<file path="config.mk">
export PLATFORM = sky130hd
export DESIGN_NAME = ptc_timer_pairs
export DESIGN_NICKNAME = d
export VERILOG_FILES = /design/src/rtl/ptc_pkg.sv /design/src/rtl/ptc_pair.sv /design/src/rtl/ptc_timer_pairs.sv
export SDC_FILE = /design/constraint.sdc
export NUM_CORES = 1
export LEC_CHECK = 0
export BUFFER_PORTS_ARGS = -buffer_cell sky130_fd_sc_hd__buf_4
export CORE_ASPECT_RATIO = 1.2
export CORE_MARGIN = 5
export CORE_UTILIZATION = 40
export CTS_CLUSTER_DIAMETER = 80
export DETAILED_ROUTE_END_ITERATION = 8
export PLACE_DENSITY_LB_ADDON = 0.2
export SETUP_SLACK_MARGIN = 0.02
export SLEW_MARGIN = 40
export SYNTH_ARGS = -nofsm -noshare
export SYNTH_HDL_FRONTEND = slang
export SYNTH_SLANG_ARGS = --single-unit
</file>
<file path="constraint.sdc">
create_clock -name clk -period 7.6 [get_ports clk]
set_input_delay 1.14 -clock clk [delete_from_list [all_inputs] [get_ports clk]]
set_output_delay 1.14 -clock clk [all_outputs]
set_load 0.02 [all_outputs]
</file>
<file path="src/rtl/ptc_pkg.sv">
// constants shared by the paired timer counter block
// assumes one 125 MHz clock and 16-bit byte addresses on the register port
package ptc_pkg;

  localparam int CH_NUM   = 6;
  localparam int PAIR_NUM = 3;
  localparam int DATA_W   = 8;
  localparam int ADDR_W   = 16;
  localparam int SEL_W    = 2;

  // reset values and compare substitution
  localparam logic [7:0] CMP_RESET = 8'hff;
  localparam logic [7:0] CNT_RESET = 8'h00;
  localparam logic [7:0] CMP_ZERO  = 8'h00;
  localparam logic [7:0] CMP_SUBST = 8'h01;
  localparam logic [7:0] CNT_ONE   = 8'h01;

  // channel order: 0, 1, 8, 9, a, b; pairs are (0,1) (2,3) (4,5)
  localparam logic [15:0] CMP_ADDR [CH_NUM] = '{
    16'hf030, 16'hf034, 16'hf8e0, 16'hf8e4, 16'hf8e8, 16'hf8ec};
  localparam logic [15:0] CNT_ADDR [CH_NUM] = '{
    16'hf031, 16'hf035, 16'hf8e1, 16'hf8e5, 16'hf8e9, 16'hf8ed};

  // block control and status registers
  localparam logic [15:0] RUN_ADDR     = 16'hf040;
  localparam logic [15:0] MODE_ADDR    = 16'hf041;
  localparam logic [15:0] SEL_LO_ADDR  = 16'hf042;
  localparam logic [15:0] SEL_HI_ADDR  = 16'hf043;
  localparam logic [15:0] INT_ST_ADDR  = 16'hf044;
  localparam logic [15:0] INT_MSK_ADDR = 16'hf045;
  localparam logic [15:0] RD_OK_ADDR   = 16'hf046;

  // field positions
  localparam int SEL_LO_CH  = 4;
  localparam int SEL_HI_CH  = 2;
  localparam int SEL_LO_POS = 0;
  localparam int SEL_HI_POS = 8;

  // count clock selection codes
  localparam logic [1:0] SEL_LOW  = 2'h0;
  localparam logic [1:0] SEL_HTB  = 2'h1;
  localparam logic [1:0] SEL_OFF  = 2'h2;
  localparam logic [1:0] SEL_EXT  = 2'h3;

  localparam logic [5:0]  CH_RESET  = 6'h00;
  localparam logic [2:0]  MODE_RESET = 3'h0;
  localparam logic [11:0] SEL_RESET = 12'h000;

endpackage

</file>
<file path="src/rtl/ptc_pair.sv">
// one pair of 8-bit counters with compare registers, joinable to 16 bits
// assumes ticks are single-cycle pulses on clk and writes come one a cycle
`timescale 1ns/100ps
module ptc_pair
  import ptc_pkg::*;
(
  input  wire logic       clk,
  input  wire logic       reset,
  input  wire logic       tick_lo,
  input  wire logic       tick_hi,
  input  wire logic       mode16,
  input  wire logic       wr_cmp_lo,
  input  wire logic       wr_cmp_hi,
  input  wire logic       wr_cnt_lo,
  input  wire logic       wr_cnt_hi,
  input  wire logic       rd_cnt_lo,
  input  wire logic [7:0] wr_data,
  output logic      [7:0] cnt_lo,
  output logic      [7:0] cnt_hi,
  output logic      [7:0] cmp_lo,
  output logic      [7:0] cmp_hi,
  output logic      [7:0] latch_hi,
  output logic            match_lo,
  output logic            match_hi
);

  typedef struct packed {
    logic [7:0] cnt_lo;
    logic [7:0] cnt_hi;
    logic [7:0] cmp_lo;
    logic [7:0] cmp_hi;
    logic [7:0] latch_hi;
    logic       match_lo;
    logic       match_hi;
  } ptc_pair_s;

  localparam ptc_pair_s PAIR_RESET = '{
    cnt_lo: CNT_RESET, cnt_hi: CNT_RESET, cmp_lo: CMP_RESET,
    cmp_hi: CMP_RESET, latch_hi: CNT_RESET, match_lo: 1'b0,
    match_hi: 1'b0};

  ptc_pair_s state_reg;
  ptc_pair_s state_next;

  function automatic logic [7:0] cmp_fix(input logic [7:0] d);
    return (d == CMP_ZERO) ? CMP_SUBST : d;
  endfunction

  always_comb begin
    state_next          = state_reg;
    state_next.match_lo = 1'b0;
    state_next.match_hi = 1'b0;
    if (mode16) begin
      if (tick_lo) begin
        if ({state_reg.cnt_hi, state_reg.cnt_lo} ==
            {state_reg.cmp_hi, state_reg.cmp_lo}) begin
          state_next.cnt_lo   = CNT_RESET;
          state_next.cnt_hi   = CNT_RESET;
          state_next.match_hi = 1'b1;
        end else begin
          {state_next.cnt_hi, state_next.cnt_lo} =
            {state_reg.cnt_hi, state_reg.cnt_lo} + 16'h0001;
        end
      end
      if (wr_cnt_lo || wr_cnt_hi) begin
        state_next.cnt_lo = CNT_RESET;
        state_next.cnt_hi = CNT_RESET;
      end
      if (rd_cnt_lo) begin
        state_next.latch_hi = state_reg.cnt_hi;
      end
    end else begin
      if (tick_lo) begin
        if (state_reg.cnt_lo == state_reg.cmp_lo) begin
          state_next.cnt_lo   = CNT_RESET;
          state_next.match_lo = 1'b1;
        end else begin
          state_next.cnt_lo = state_reg.cnt_lo + CNT_ONE;
        end
      end
      if (tick_hi) begin
        if (state_reg.cnt_hi == state_reg.cmp_hi) begin
          state_next.cnt_hi   = CNT_RESET;
          state_next.match_hi = 1'b1;
        end else begin
          state_next.cnt_hi = state_reg.cnt_hi + CNT_ONE;
        end
      end
      if (wr_cnt_lo) begin
        state_next.cnt_lo = CNT_RESET;
      end
      if (wr_cnt_hi) begin
        state_next.cnt_hi = CNT_RESET;
      end
    end
    if (wr_cmp_lo) begin
      state_next.cmp_lo = cmp_fix(wr_data);
    end
    if (wr_cmp_hi) begin
      state_next.cmp_hi = cmp_fix(wr_data);
    end
  end

  always_ff @(posedge clk or posedge reset) begin
    if (reset) begin
      state_reg <= PAIR_RESET;
    end else begin
      state_reg <= state_next;
    end
  end

  assign cnt_lo   = state_reg.cnt_lo;
  assign cnt_hi   = state_reg.cnt_hi;
  assign cmp_lo   = state_reg.cmp_lo;
  assign cmp_hi   = state_reg.cmp_hi;
  assign latch_hi = state_reg.latch_hi;
  assign match_lo = state_reg.match_lo;
  assign match_hi = state_reg.match_hi;
endmodule

</file>
<file path="src/rtl/ptc_timer_pairs.sv">
// six 8-bit timer channels in three joinable pairs behind a byte register port
// assumes ticks come from the clock generator on clk; external clocks are pins
`timescale 1ns/100ps
module ptc_timer_pairs
  import ptc_pkg::*;
(
  input  wire logic [15:0] addr,
  input  wire logic        clk,
  input  wire logic        reset,
  input  wire logic [7:0]  wr_data,
  input  wire logic        wr_en,
  input  wire logic        rd_en,
  input  wire logic        low_speed_tick,
  input  wire logic        high_speed_time_base_tick,
  input  wire logic        system_clock_is_low,
  input  wire logic [5:0]  ext_count_clock,
  output logic      [7:0]  rd_data,
  output logic             irq
);

  typedef struct packed {
    logic [7:0]  rd_data;
    logic        irq;
    logic [5:0]  run;
    logic [2:0]  mode16;
    logic [11:0] clk_sel;
    logic [5:0]  int_status;
    logic [5:0]  int_mask;
    logic [5:0]  ext_s1;
    logic [5:0]  ext_s2;
    logic [5:0]  ext_s3;
  } ptc_top_s;

  localparam ptc_top_s TOP_RESET = '{
    rd_data: 8'h00, irq: 1'b0, run: CH_RESET, mode16: MODE_RESET,
    clk_sel: SEL_RESET, int_status: CH_RESET, int_mask: CH_RESET,
    ext_s1: CH_RESET, ext_s2: CH_RESET, ext_s3: CH_RESET};

  ptc_top_s   state_reg;
  ptc_top_s   state_next;

  logic [5:0] wr_cmp;
  logic [5:0] wr_cnt;
  logic [5:0] rd_cnt;
  logic [5:0] tick;
  logic [5:0] match;
  logic [5:0] read_ok;
  logic [5:0] ext_edge;
  logic [7:0] cnt_val   [CH_NUM];
  logic [7:0] cmp_val   [CH_NUM];
  logic [7:0] latch_val [PAIR_NUM];
  logic [7:0] rd_value;

  // clock select of a channel; in paired mode the upper half of a pair follows the lower
  function automatic logic [1:0] sel_of(input logic [11:0] sel,
                                        input int          ch);
    return sel[SEL_W*ch +: SEL_W];
  endfunction

  function automatic logic tick_of(input logic [1:0] sel,
                                   input logic       ls,
                                   input logic       htb,
                                   input logic       ext);
    logic t;
    t = 1'b0;
    unique case (sel)
      SEL_LOW: t = ls;
      SEL_HTB: t = htb;
      SEL_OFF: t = 1'b0;
      SEL_EXT: t = ext;
    endcase
    return t;
  endfunction

  // reads on a stopped timer are always good
  function automatic logic read_ok_of(input logic       run,
                                      input logic [1:0] sel,
                                      input logic       sys_low);
    return !run || sel == SEL_LOW || (sel == SEL_HTB && !sys_low);
  endfunction

  // the second and third stages feed the edge detector
  assign ext_edge = state_reg.ext_s2 & ~state_reg.ext_s3;

  for (genvar c = 0; c < CH_NUM; c++) begin : g_ch
    localparam int LEAD = c - (c % 2);
    assign wr_cmp[c] = wr_en && addr == CMP_ADDR[c];
    assign wr_cnt[c] = wr_en && addr == CNT_ADDR[c];
    assign rd_cnt[c] = rd_en && addr == CNT_ADDR[c];
    assign tick[c]   = state_reg.run[c] &&
                       tick_of(sel_of(state_reg.clk_sel, c), low_speed_tick,
                               high_speed_time_base_tick, ext_edge[c]);
    assign read_ok[c] = (c % 2 == 1 && state_reg.mode16[c/2]) ?
      read_ok_of(state_reg.run[LEAD], sel_of(state_reg.clk_sel, LEAD),
                 system_clock_is_low) :
      read_ok_of(state_reg.run[c], sel_of(state_reg.clk_sel, c),
                 system_clock_is_low);
  end

  for (genvar p = 0; p < PAIR_NUM; p++) begin : g_pair
    ptc_pair u_pair (
      .clk       (clk),
      .reset     (reset),
      .tick_lo   (tick[2*p]),
      .tick_hi   (tick[2*p+1]),
      .mode16    (state_reg.mode16[p]),
      .wr_cmp_lo (wr_cmp[2*p]),
      .wr_cmp_hi (wr_cmp[2*p+1]),
      .wr_cnt_lo (wr_cnt[2*p]),
      .wr_cnt_hi (wr_cnt[2*p+1]),
      .rd_cnt_lo (rd_cnt[2*p]),
      .wr_data   (wr_data),
      .cnt_lo    (cnt_val[2*p]),
      .cnt_hi    (cnt_val[2*p+1]),
      .cmp_lo    (cmp_val[2*p]),
      .cmp_hi    (cmp_val[2*p+1]),
      .latch_hi  (latch_val[p]),
      .match_lo  (match[2*p]),
      .match_hi  (match[2*p+1])
    );
  end

  // unmapped addresses read as zero
  always_comb begin
    rd_value = 8'h00;
    for (int c = 0; c < CH_NUM; c++) begin
      if (addr == CMP_ADDR[c]) begin
        rd_value = cmp_val[c];
      end
      if (addr == CNT_ADDR[c]) begin
        if (c % 2 == 1 && state_reg.mode16[c/2]) begin
          rd_value = latch_val[c/2];
        end else begin
          rd_value = cnt_val[c];
        end
      end
    end
    unique case (addr)
      RUN_ADDR:     rd_value = {2'h0, state_reg.run};
      MODE_ADDR:    rd_value = {5'h00, state_reg.mode16};
      SEL_LO_ADDR:  rd_value = state_reg.clk_sel[7:0];
      SEL_HI_ADDR:  rd_value = {4'h0, state_reg.clk_sel[11:8]};
      INT_ST_ADDR:  rd_value = {2'h0, state_reg.int_status};
      INT_MSK_ADDR: rd_value = {2'h0, state_reg.int_mask};
      RD_OK_ADDR:   rd_value = {2'h0, read_ok};
      default:      rd_value = rd_value;
    endcase
  end

  always_comb begin
    state_next         = state_reg;
    state_next.ext_s1  = ext_count_clock;
    state_next.ext_s2  = state_reg.ext_s1;
    state_next.ext_s3  = state_reg.ext_s2;
    state_next.rd_data = rd_en ? rd_value : 8'h00;
    if (wr_en) begin
      unique case (addr)
        RUN_ADDR:     state_next.run     = wr_data[5:0];
        MODE_ADDR:    state_next.mode16  = wr_data[2:0];
        SEL_LO_ADDR:  state_next.clk_sel[7:0]  = wr_data;
        SEL_HI_ADDR:  state_next.clk_sel[11:8] = wr_data[3:0];
        INT_MSK_ADDR: state_next.int_mask = wr_data[5:0];
        INT_ST_ADDR:  state_next.int_status =
                        state_reg.int_status & ~wr_data[5:0];
        default:      state_next.run     = state_reg.run;
      endcase
    end
    // match sets sticky status, set beats clear
    state_next.int_status = state_next.int_status | match;
    state_next.irq = |(state_next.int_status & state_next.int_mask);
  end

  always_ff @(posedge clk or posedge reset) begin
    if (reset) begin
      state_reg <= TOP_RESET;
    end else begin
      state_reg <= state_next;
    end
  end

  assign rd_data = state_reg.rd_data;
  assign irq     = state_reg.irq;
endmodule

</file>
==> metrics.txt, run 1 <==
DPL Wire Length 23700 um; Critical Path End Type flip-flop; layout filler cell count 2631; setup repair after global routing missed its margin false; maximum number of buffers from clock root to sink 2; remaining global-route overflow 0; instance count of the mapped netlist 1081; endpoints failing hold 0; post-synthesis instance area 11100 um2; combinational cell fraction of total power 5.0%; Clk pin slew, worst setup/hold paths 0.07 ns; routed via count 8883; Initial DRC Count 863; worst flop-to-flop path startpoint state_reg[34]$_DFFE_PP0P_; Finish-stage setup viols 0; later-pin clock latency in the skew report 0.44 ns; most frequent cells in the layout sky130_fd_sc_hd__dfrtp_1 (138), sky130_fd_sc_hd__mux2_2 (104), sky130_fd_sc_hd__nand2_1 (72), sky130_fd_sc_hd__buf_4 (55), sky130_fd_sc_hd__nor2_1 (53); share of final-layout standard cells stronger than drive strength 1 26.9%; depth of the worst register-to-register path 4; internal power summed over all cells 1.58 mW; number of resized instances in the post-cts repair step 0; final worst path period need 3.61 ns; met3 GRT Util 3.61%; switch share 23.8%; net count after synthesis 1124; met1 Track Usage GR 29.1%; routed via count divided by cell count 6.21; largest net degree at the start of global routing 136; Crit Path Category input port to flip-flop; sequential fraction of design power 48.2%; H-tree lvl count 4; async set-or-reset flop fraction in the synthesized netlist 100%; average wire per cell in the routed design 23.0 um; number of library cell types mapped by synthesis 95; remaining routing DRC violations 0; Area growth syn-to-layout 10.7%; TritonCTS sink count 186; count of buffer and inverter cells on the critical path 1; slowest cell on the critical path sky130_fd_sc_hd__nor4_4; DRT antenna net count 0; count of input and output buffers 45; core footprint 27300 um2; CTS Buf Count 17; required time at the worst-slack endpoint 7.96 ns; longest individual stage delay on the worst path 0.98 ns; warning count from the yosys run 0; total die area 31100 um2; Yosys reg bits 186; DRT Pass-1 Iters 7; die boundary width 162 um; count of nets after finishing 1121; power spent charging and discharging nets 0.493 mW; kind of cell adding the most delay to the critical path simple AND/OR/NAND/NOR gates; maximum fanout along the worst path 16; worst hold stages 0; ports placed on the boundary 46; hold-fix buffer count after cts 0; initial core utilization 40.7%; Final Routed Wirelength 33000 um; cell at the root of the clock tree sky130_fd_sc_hd__clkbuf_16; worst-case vdd ir drop 0.135 mV; standby leakage power 5.22 nW; Period Utilization, post-route 47.6%; multi-input gate area in the final layout 5970 um2; Avg Synthesized Cell Area 10.2 um2; arrival time of data at the critical path endpoint 3.97 ns; total inserted antenna cells 0; Overall Power 2.08 mW; FF+latch area 4710 um2; max-slew violation count 0; # rows 66; share of total power in the clock network 46.7%; Min-Delay Startpoint state_next[8]$_DFF_PP0_; Layout Skew 0.0117 ns; capture instance of the worst register-to-register path g_pair[1].u_pair.match_hi$_DFF_PP0_; Chip Height 192 um; worst max-slew margin expressed relative to the limit 43.0%; Worst path most repeated cell sky130_fd_sc_hd__nand4_1; global-route usage over all layers 21.5%; slew at the pin closest to its max-slew limit 0.849 ns; Tightest Hold Check Type flip-flop to flip-flop; status finished, final reports clean; sequential share of the synthesized area 42.6%; power density relative to cell area 169 nW/um2; r2r setup slk 4.79 ns; most common library cell in the layout ignoring fill and taps sky130_fd_sc_hd__dfrtp_1; via count of the first global-routing pass 8859; highest-utilization routing layer at the global route stage met2; TritonCTS clock tree built; number of post-CTS setup repair buffers 0; sink of the worst hold path state_next[2]$_DFF_PP0_; met2 global-route usage 35.7%; sum of negative setup slack 0 ns; achievable clock frequency 277 MHz; Final Wtd Congestion 0.912; initial antenna violation count 0; Post-synth top flop sky130_fd_sc_hd__dfrtp_1; startpoint kind of the worst setup timing path input port; CP Cell Sequence buf_4 > nand4_1 > nor4_4 > nand4_1 > nand2_1 > o21ba_1 > a211oi_2; Post-synth EDFFs 0; first-pass GRT wire length 52400 um; max_cap viols 0; flip-flop count of the largest register after layout 39
[cells by family after synthesis]
kind of cell / synth area share, %
AO/OA/AOI/OAI: 18.0
flip-flops: 42.6
multiplexers: 13.0
AND/OR/NAND/NOR: 17.9
XOR/XNOR: 3.87
buffers and inverters: 3.93
adder cells (fa/ha/maj): 0.678
[per-stage QoR]
stage	std cells	util, %	hold WS [ns]	worst slack, ns	instance area (um2)
floorplan	1081	-	0.331	1.48	11100
global placement	1399	42.5	0.333	3.53	11600
detailed placement	1399	42.6	0.335	3.57	11600
CTS	1431	45.0	0.351	4.05	12300
global route	1431	45.0	0.359	3.87	12300
finish	1431	45.0	0.350	3.99	12300
[power groups by stage]
stage,clock [mW],combinational (mW),sequential (mW)
finish,0.970,0.104,1.00
global route,1.03,0.113,1.00
CTS,0.993,0.104,1.00
detailed placement,0,0.104,1.02
global placement,0,0.103,1.02
floorplan,0,0.0560,1.02
[synthesized netlist by cell type (7+ instances only)]
master	number	area, um2
sky130_fd_sc_hd__a211oi_1	8	60.1
sky130_fd_sc_hd__a21o_1	17	128
sky130_fd_sc_hd__a21oi_1	43	215
sky130_fd_sc_hd__a221oi_1	10	87.6
sky130_fd_sc_hd__a222oi_1	12	120
sky130_fd_sc_hd__a22o_1	14	123
sky130_fd_sc_hd__a22oi_1	9	67.6
sky130_fd_sc_hd__a31oi_1	14	87.6
sky130_fd_sc_hd__and3_1	18	113
sky130_fd_sc_hd__buf_1	7	26.3
sky130_fd_sc_hd__buf_2	11	55.1
sky130_fd_sc_hd__buf_4	10	75.1
sky130_fd_sc_hd__clkbuf_1	47	176
sky130_fd_sc_hd__dfrtp_1	138	3450
sky130_fd_sc_hd__dfstp_2	48	1260
sky130_fd_sc_hd__inv_1	23	86.3
sky130_fd_sc_hd__mux2_2	104	1170
sky130_fd_sc_hd__mux2i_1	27	270
sky130_fd_sc_hd__nand2_1	72	270
sky130_fd_sc_hd__nand3_1	46	230
sky130_fd_sc_hd__nand4_1	22	138
sky130_fd_sc_hd__nor2_1	53	199
sky130_fd_sc_hd__nor2b_1	9	56.3
sky130_fd_sc_hd__nor3_1	18	90.1
sky130_fd_sc_hd__nor4_1	21	131
sky130_fd_sc_hd__o211ai_1	8	60.1
sky130_fd_sc_hd__o21ai_0	47	235
sky130_fd_sc_hd__o21bai_1	7	52.6
sky130_fd_sc_hd__o221ai_1	10	87.6
sky130_fd_sc_hd__xnor2_1	16	140
sky130_fd_sc_hd__xor2_1	33	289
[worst max path at each step]
stage / start / to / slack [ns] / cells after the start
global placement: addr[14] / g_pair[1].u_pair.cnt_lo[5]$_DFFE_PP0P_ / 3.53 / 7
global route: addr[14] / rd_data[5]$_DFF_PP0_ / 3.87 / 7
finish: addr[14] / rd_data[5]$_DFF_PP0_ / 3.99 / 7
floorplan: reset / g_pair[0].u_pair.cnt_hi[0]$_DFFE_PP0P_ / 1.48 / 1
CTS: addr[14] / g_pair[1].u_pair.latch_hi[0]$_DFFE_PP0P_ / 4.05 / 6
detailed placement: addr[14] / g_pair[1].u_pair.latch_hi[7]$_DFFE_PP0P_ / 3.57 / 6
[cell type report]
| cell class | instances | share of cell area, % |
|---|---|---|
| Clock inverter | 12 | 1.44 |
| Clock buffer | 20 | 3.80 |
| Inverter | 23 | 0.806 |
| Sequential cell | 186 | 38.4 |
| Multi-Input combinational cell | 795 | 48.7 |
| Timing Repair Buffer | 55 | 3.37 |
| Tap cell | 340 | 3.47 |
[layer usage]
metal	part of all wire (%)	up-vias
li1	-	4086
met1	44	4467
met2	49	283
met3	5.0	47
met4	2.3	0
met5	0	-
[worst register-to-register path, delay by kind of cell, from the launching register on]
| family | cells | cell delay [ns] |
|---|---|---|
| AOI/OAI and AO/OA | 2 | 1.39 |
| DFF | 1 | 0.45 |
| and+or+nand+nor | 2 | 0.80 |
Note: power is estimated with default switching activity, not from simulation.
==> run 2, diff against run 1 <==
- clock period: 7.6 -> 3.35 ns (I/O delays scaled with it)
==> metrics.txt, run 2 (synthesis results as in run 1) <==
status finished, final reports clean; maximum number of buffers from clock root to sink 2 (unchanged); DPL Wire Length 24000 um (+1.5%); routed via count divided by cell count 6.18 (-0.43%); initial core utilization 40.7% (unchanged); arrival time of data at the critical path endpoint 3.10 ns (-0.87 ns); DRT Pass-1 Iters 5 (-2); max-slew violation count 0 (unchanged); CP Cell Sequence or3b_2 > a31oi_1 > nand3_1 > a2111oi_0 > buf_4; initial antenna violation count 0 (unchanged); share of final-layout standard cells stronger than drive strength 1 28.1% (+1.2 points); Period Utilization, post-route 80.8%; startpoint kind of the worst setup timing path flip-flop; depth of the worst register-to-register path 5 (+1); power density relative to cell area 365 nW/um2 (+120%); H-tree lvl count 4 (unchanged); r2r setup slk 0.64 ns (-4.15 ns); slowest cell on the critical path sky130_fd_sc_hd__a2111oi_0; layout filler cell count 2580 (-1.9%); remaining global-route overflow 0 (unchanged); required time at the worst-slack endpoint 3.74 ns (-4.22 ns); average wire per cell in the routed design 22.9 um (-0.49%); worst flop-to-flop path startpoint state_reg[34]$_DFFE_PP0P_; total die area 31100 um2 (unchanged); number of post-CTS setup repair buffers 0 (unchanged); first-pass GRT wire length 52200 um (-0.38%); hold-fix buffer count after cts 0 (unchanged); capture instance of the worst register-to-register path g_pair[1].u_pair.match_hi$_DFF_PP0_; sink of the worst hold path state_next[9]$_DFF_PP0_; sum of negative setup slack 0 ns (unchanged); via count of the first global-routing pass 8766 (-1.0%); Initial DRC Count 770 (-11%); endpoints failing hold 0 (unchanged); CTS Buf Count 17 (unchanged); later-pin clock latency in the skew report 0.45 ns (about the same); max_cap viols 0 (unchanged); Min-Delay Startpoint ext_count_clock[3]; final worst path period need 2.71 ns; standby leakage power 5.28 nW (+1.3%); Clk pin slew, worst setup/hold paths 0.08 ns (about the same); most frequent cells in the layout sky130_fd_sc_hd__dfrtp_1 (137), sky130_fd_sc_hd__mux2_2 (104), sky130_fd_sc_hd__buf_4 (75), sky130_fd_sc_hd__nand2_1 (72), sky130_fd_sc_hd__nor2_1 (53); Tightest Hold Check Type input port to flip-flop; Area growth syn-to-layout 11.5%; Hold WS 0.158 ns (-0.192 ns); post-route non-filler standard cell count 1454 (+1.6%); global-route usage over all layers 21.5% (about the same); longest individual stage delay on the worst path 0.78 ns (-0.20 ns); maximum fanout along the worst path 6 (-10); # rows 66 (unchanged); Final Wtd Congestion 0.892 (-2.3%); worst-case vdd ir drop 0.309 mV (+130%); total inserted antenna cells 0 (unchanged); worst hold stages 1 (+1); worst max-slew margin expressed relative to the limit 44.5% (+1.5 points); DRT antenna net count 0 (unchanged); TritonCTS sink count 186 (unchanged); Final Routed Wirelength 33300 um (+1.1%); flip-flop count of the largest register after layout 39 (unchanged); Chip Height 192 um (unchanged); Cells after DPL 1422 (+1.6%); Crit Path Category flip-flop to flip-flop; count of input and output buffers 45 (unchanged); Critical Path End Type flip-flop; number of resized instances in the post-cts repair step 0 (unchanged); core footprint 27300 um2 (unchanged); count of nets after finishing 1144 (+2.1%); Finish-stage setup viols 0 (unchanged); ports placed on the boundary 46 (unchanged); TritonCTS clock tree built; remaining routing DRC violations 0 (unchanged); achievable clock frequency 369 MHz; die boundary width 162 um (unchanged); largest net degree at the start of global routing 100 (-26%); slew at the pin closest to its max-slew limit 0.833 ns (-0.0157 ns); Layout Skew 0.0131 ns (+0.00140 ns); cell at the root of the clock tree sky130_fd_sc_hd__clkbuf_16; routed via count 8987 (+1.2%); setup repair after global routing missed its margin false; most common library cell in the layout ignoring fill and taps sky130_fd_sc_hd__dfrtp_1
[run 2: where the power goes]
part           internal [mW]  switching [mW]
registers               2.26         0.00989
logic                 0.0712           0.171
clock network           1.00           0.991
total                   3.34            1.17
[run 2: area by class of cell]
type,count,area (um2),share of cell area [%]
clock inverters,14,126,1.02
flip-flops and latches,186,4720,38.2
multi-input cells,795,5950,48.2
inverters,23,90.1,0.729
clock buffers,18,439,3.56
repair buffers,78,607,4.91
well taps,340,425,3.44
[run 2: how the worst max path moves through the flow]
stage / startpoint / to / slack [ns] / depth (start not counted)
global route: g_pair[2].u_pair.cnt_hi[2]$_DFFE_PP0P_ / g_pair[2].u_pair.cnt_lo[0]$_DFFE_PP0P_ / 0.50 / 6
global placement: addr[0] / rd_data[3]$_DFF_PP0_ / 0.27 / 7
detailed placement: addr[0] / rd_data[3]$_DFF_PP0_ / 0.29 / 7
floorplan: reset / g_pair[0].u_pair.cnt_hi[0]$_DFFE_PP0P_ / 0.49 / 1
CTS: state_reg[34]$_DFFE_PP0P_ / g_pair[1].u_pair.match_hi$_DFF_PP0_ / 0.68 / 5
finish: state_reg[34]$_DFFE_PP0P_ / g_pair[1].u_pair.match_hi$_DFF_PP0_ / 0.64 / 5
[run 2: through the flow]
stage	power [mW]	utilization, %	setup slack, ns	instance area, um2
2_1_floorplan	2.44	-	0.494	11100
3_3_place_gp	2.56	43.2	0.269	11800
3_5_place_dp	2.56	43.2	0.287	11800
4_1_cts	4.54	45.3	0.685	12300
5_1_grt	4.66	45.3	0.504	12400
6_report	4.51	45.3	0.643	12400
[run 2: critical path: cells and delay by family (launching register included)]
kind	cells	cell delay, ns
buf+inv	1	0.22
flops	1	0.43
compound gates	2	1.26
simple gates	2	0.73
[run 2: per-layer routing]
layer | wire length, um | share of wire (%) | track usage (%)
met1 | 14700 | 44 | 29.2
met2 | 16200 | 49 | 35.4
met3 | 1650 | 4.9 | 3.50
met4 | 753 | 2.3 | 6.87
met5 | 0 | 0 | 0
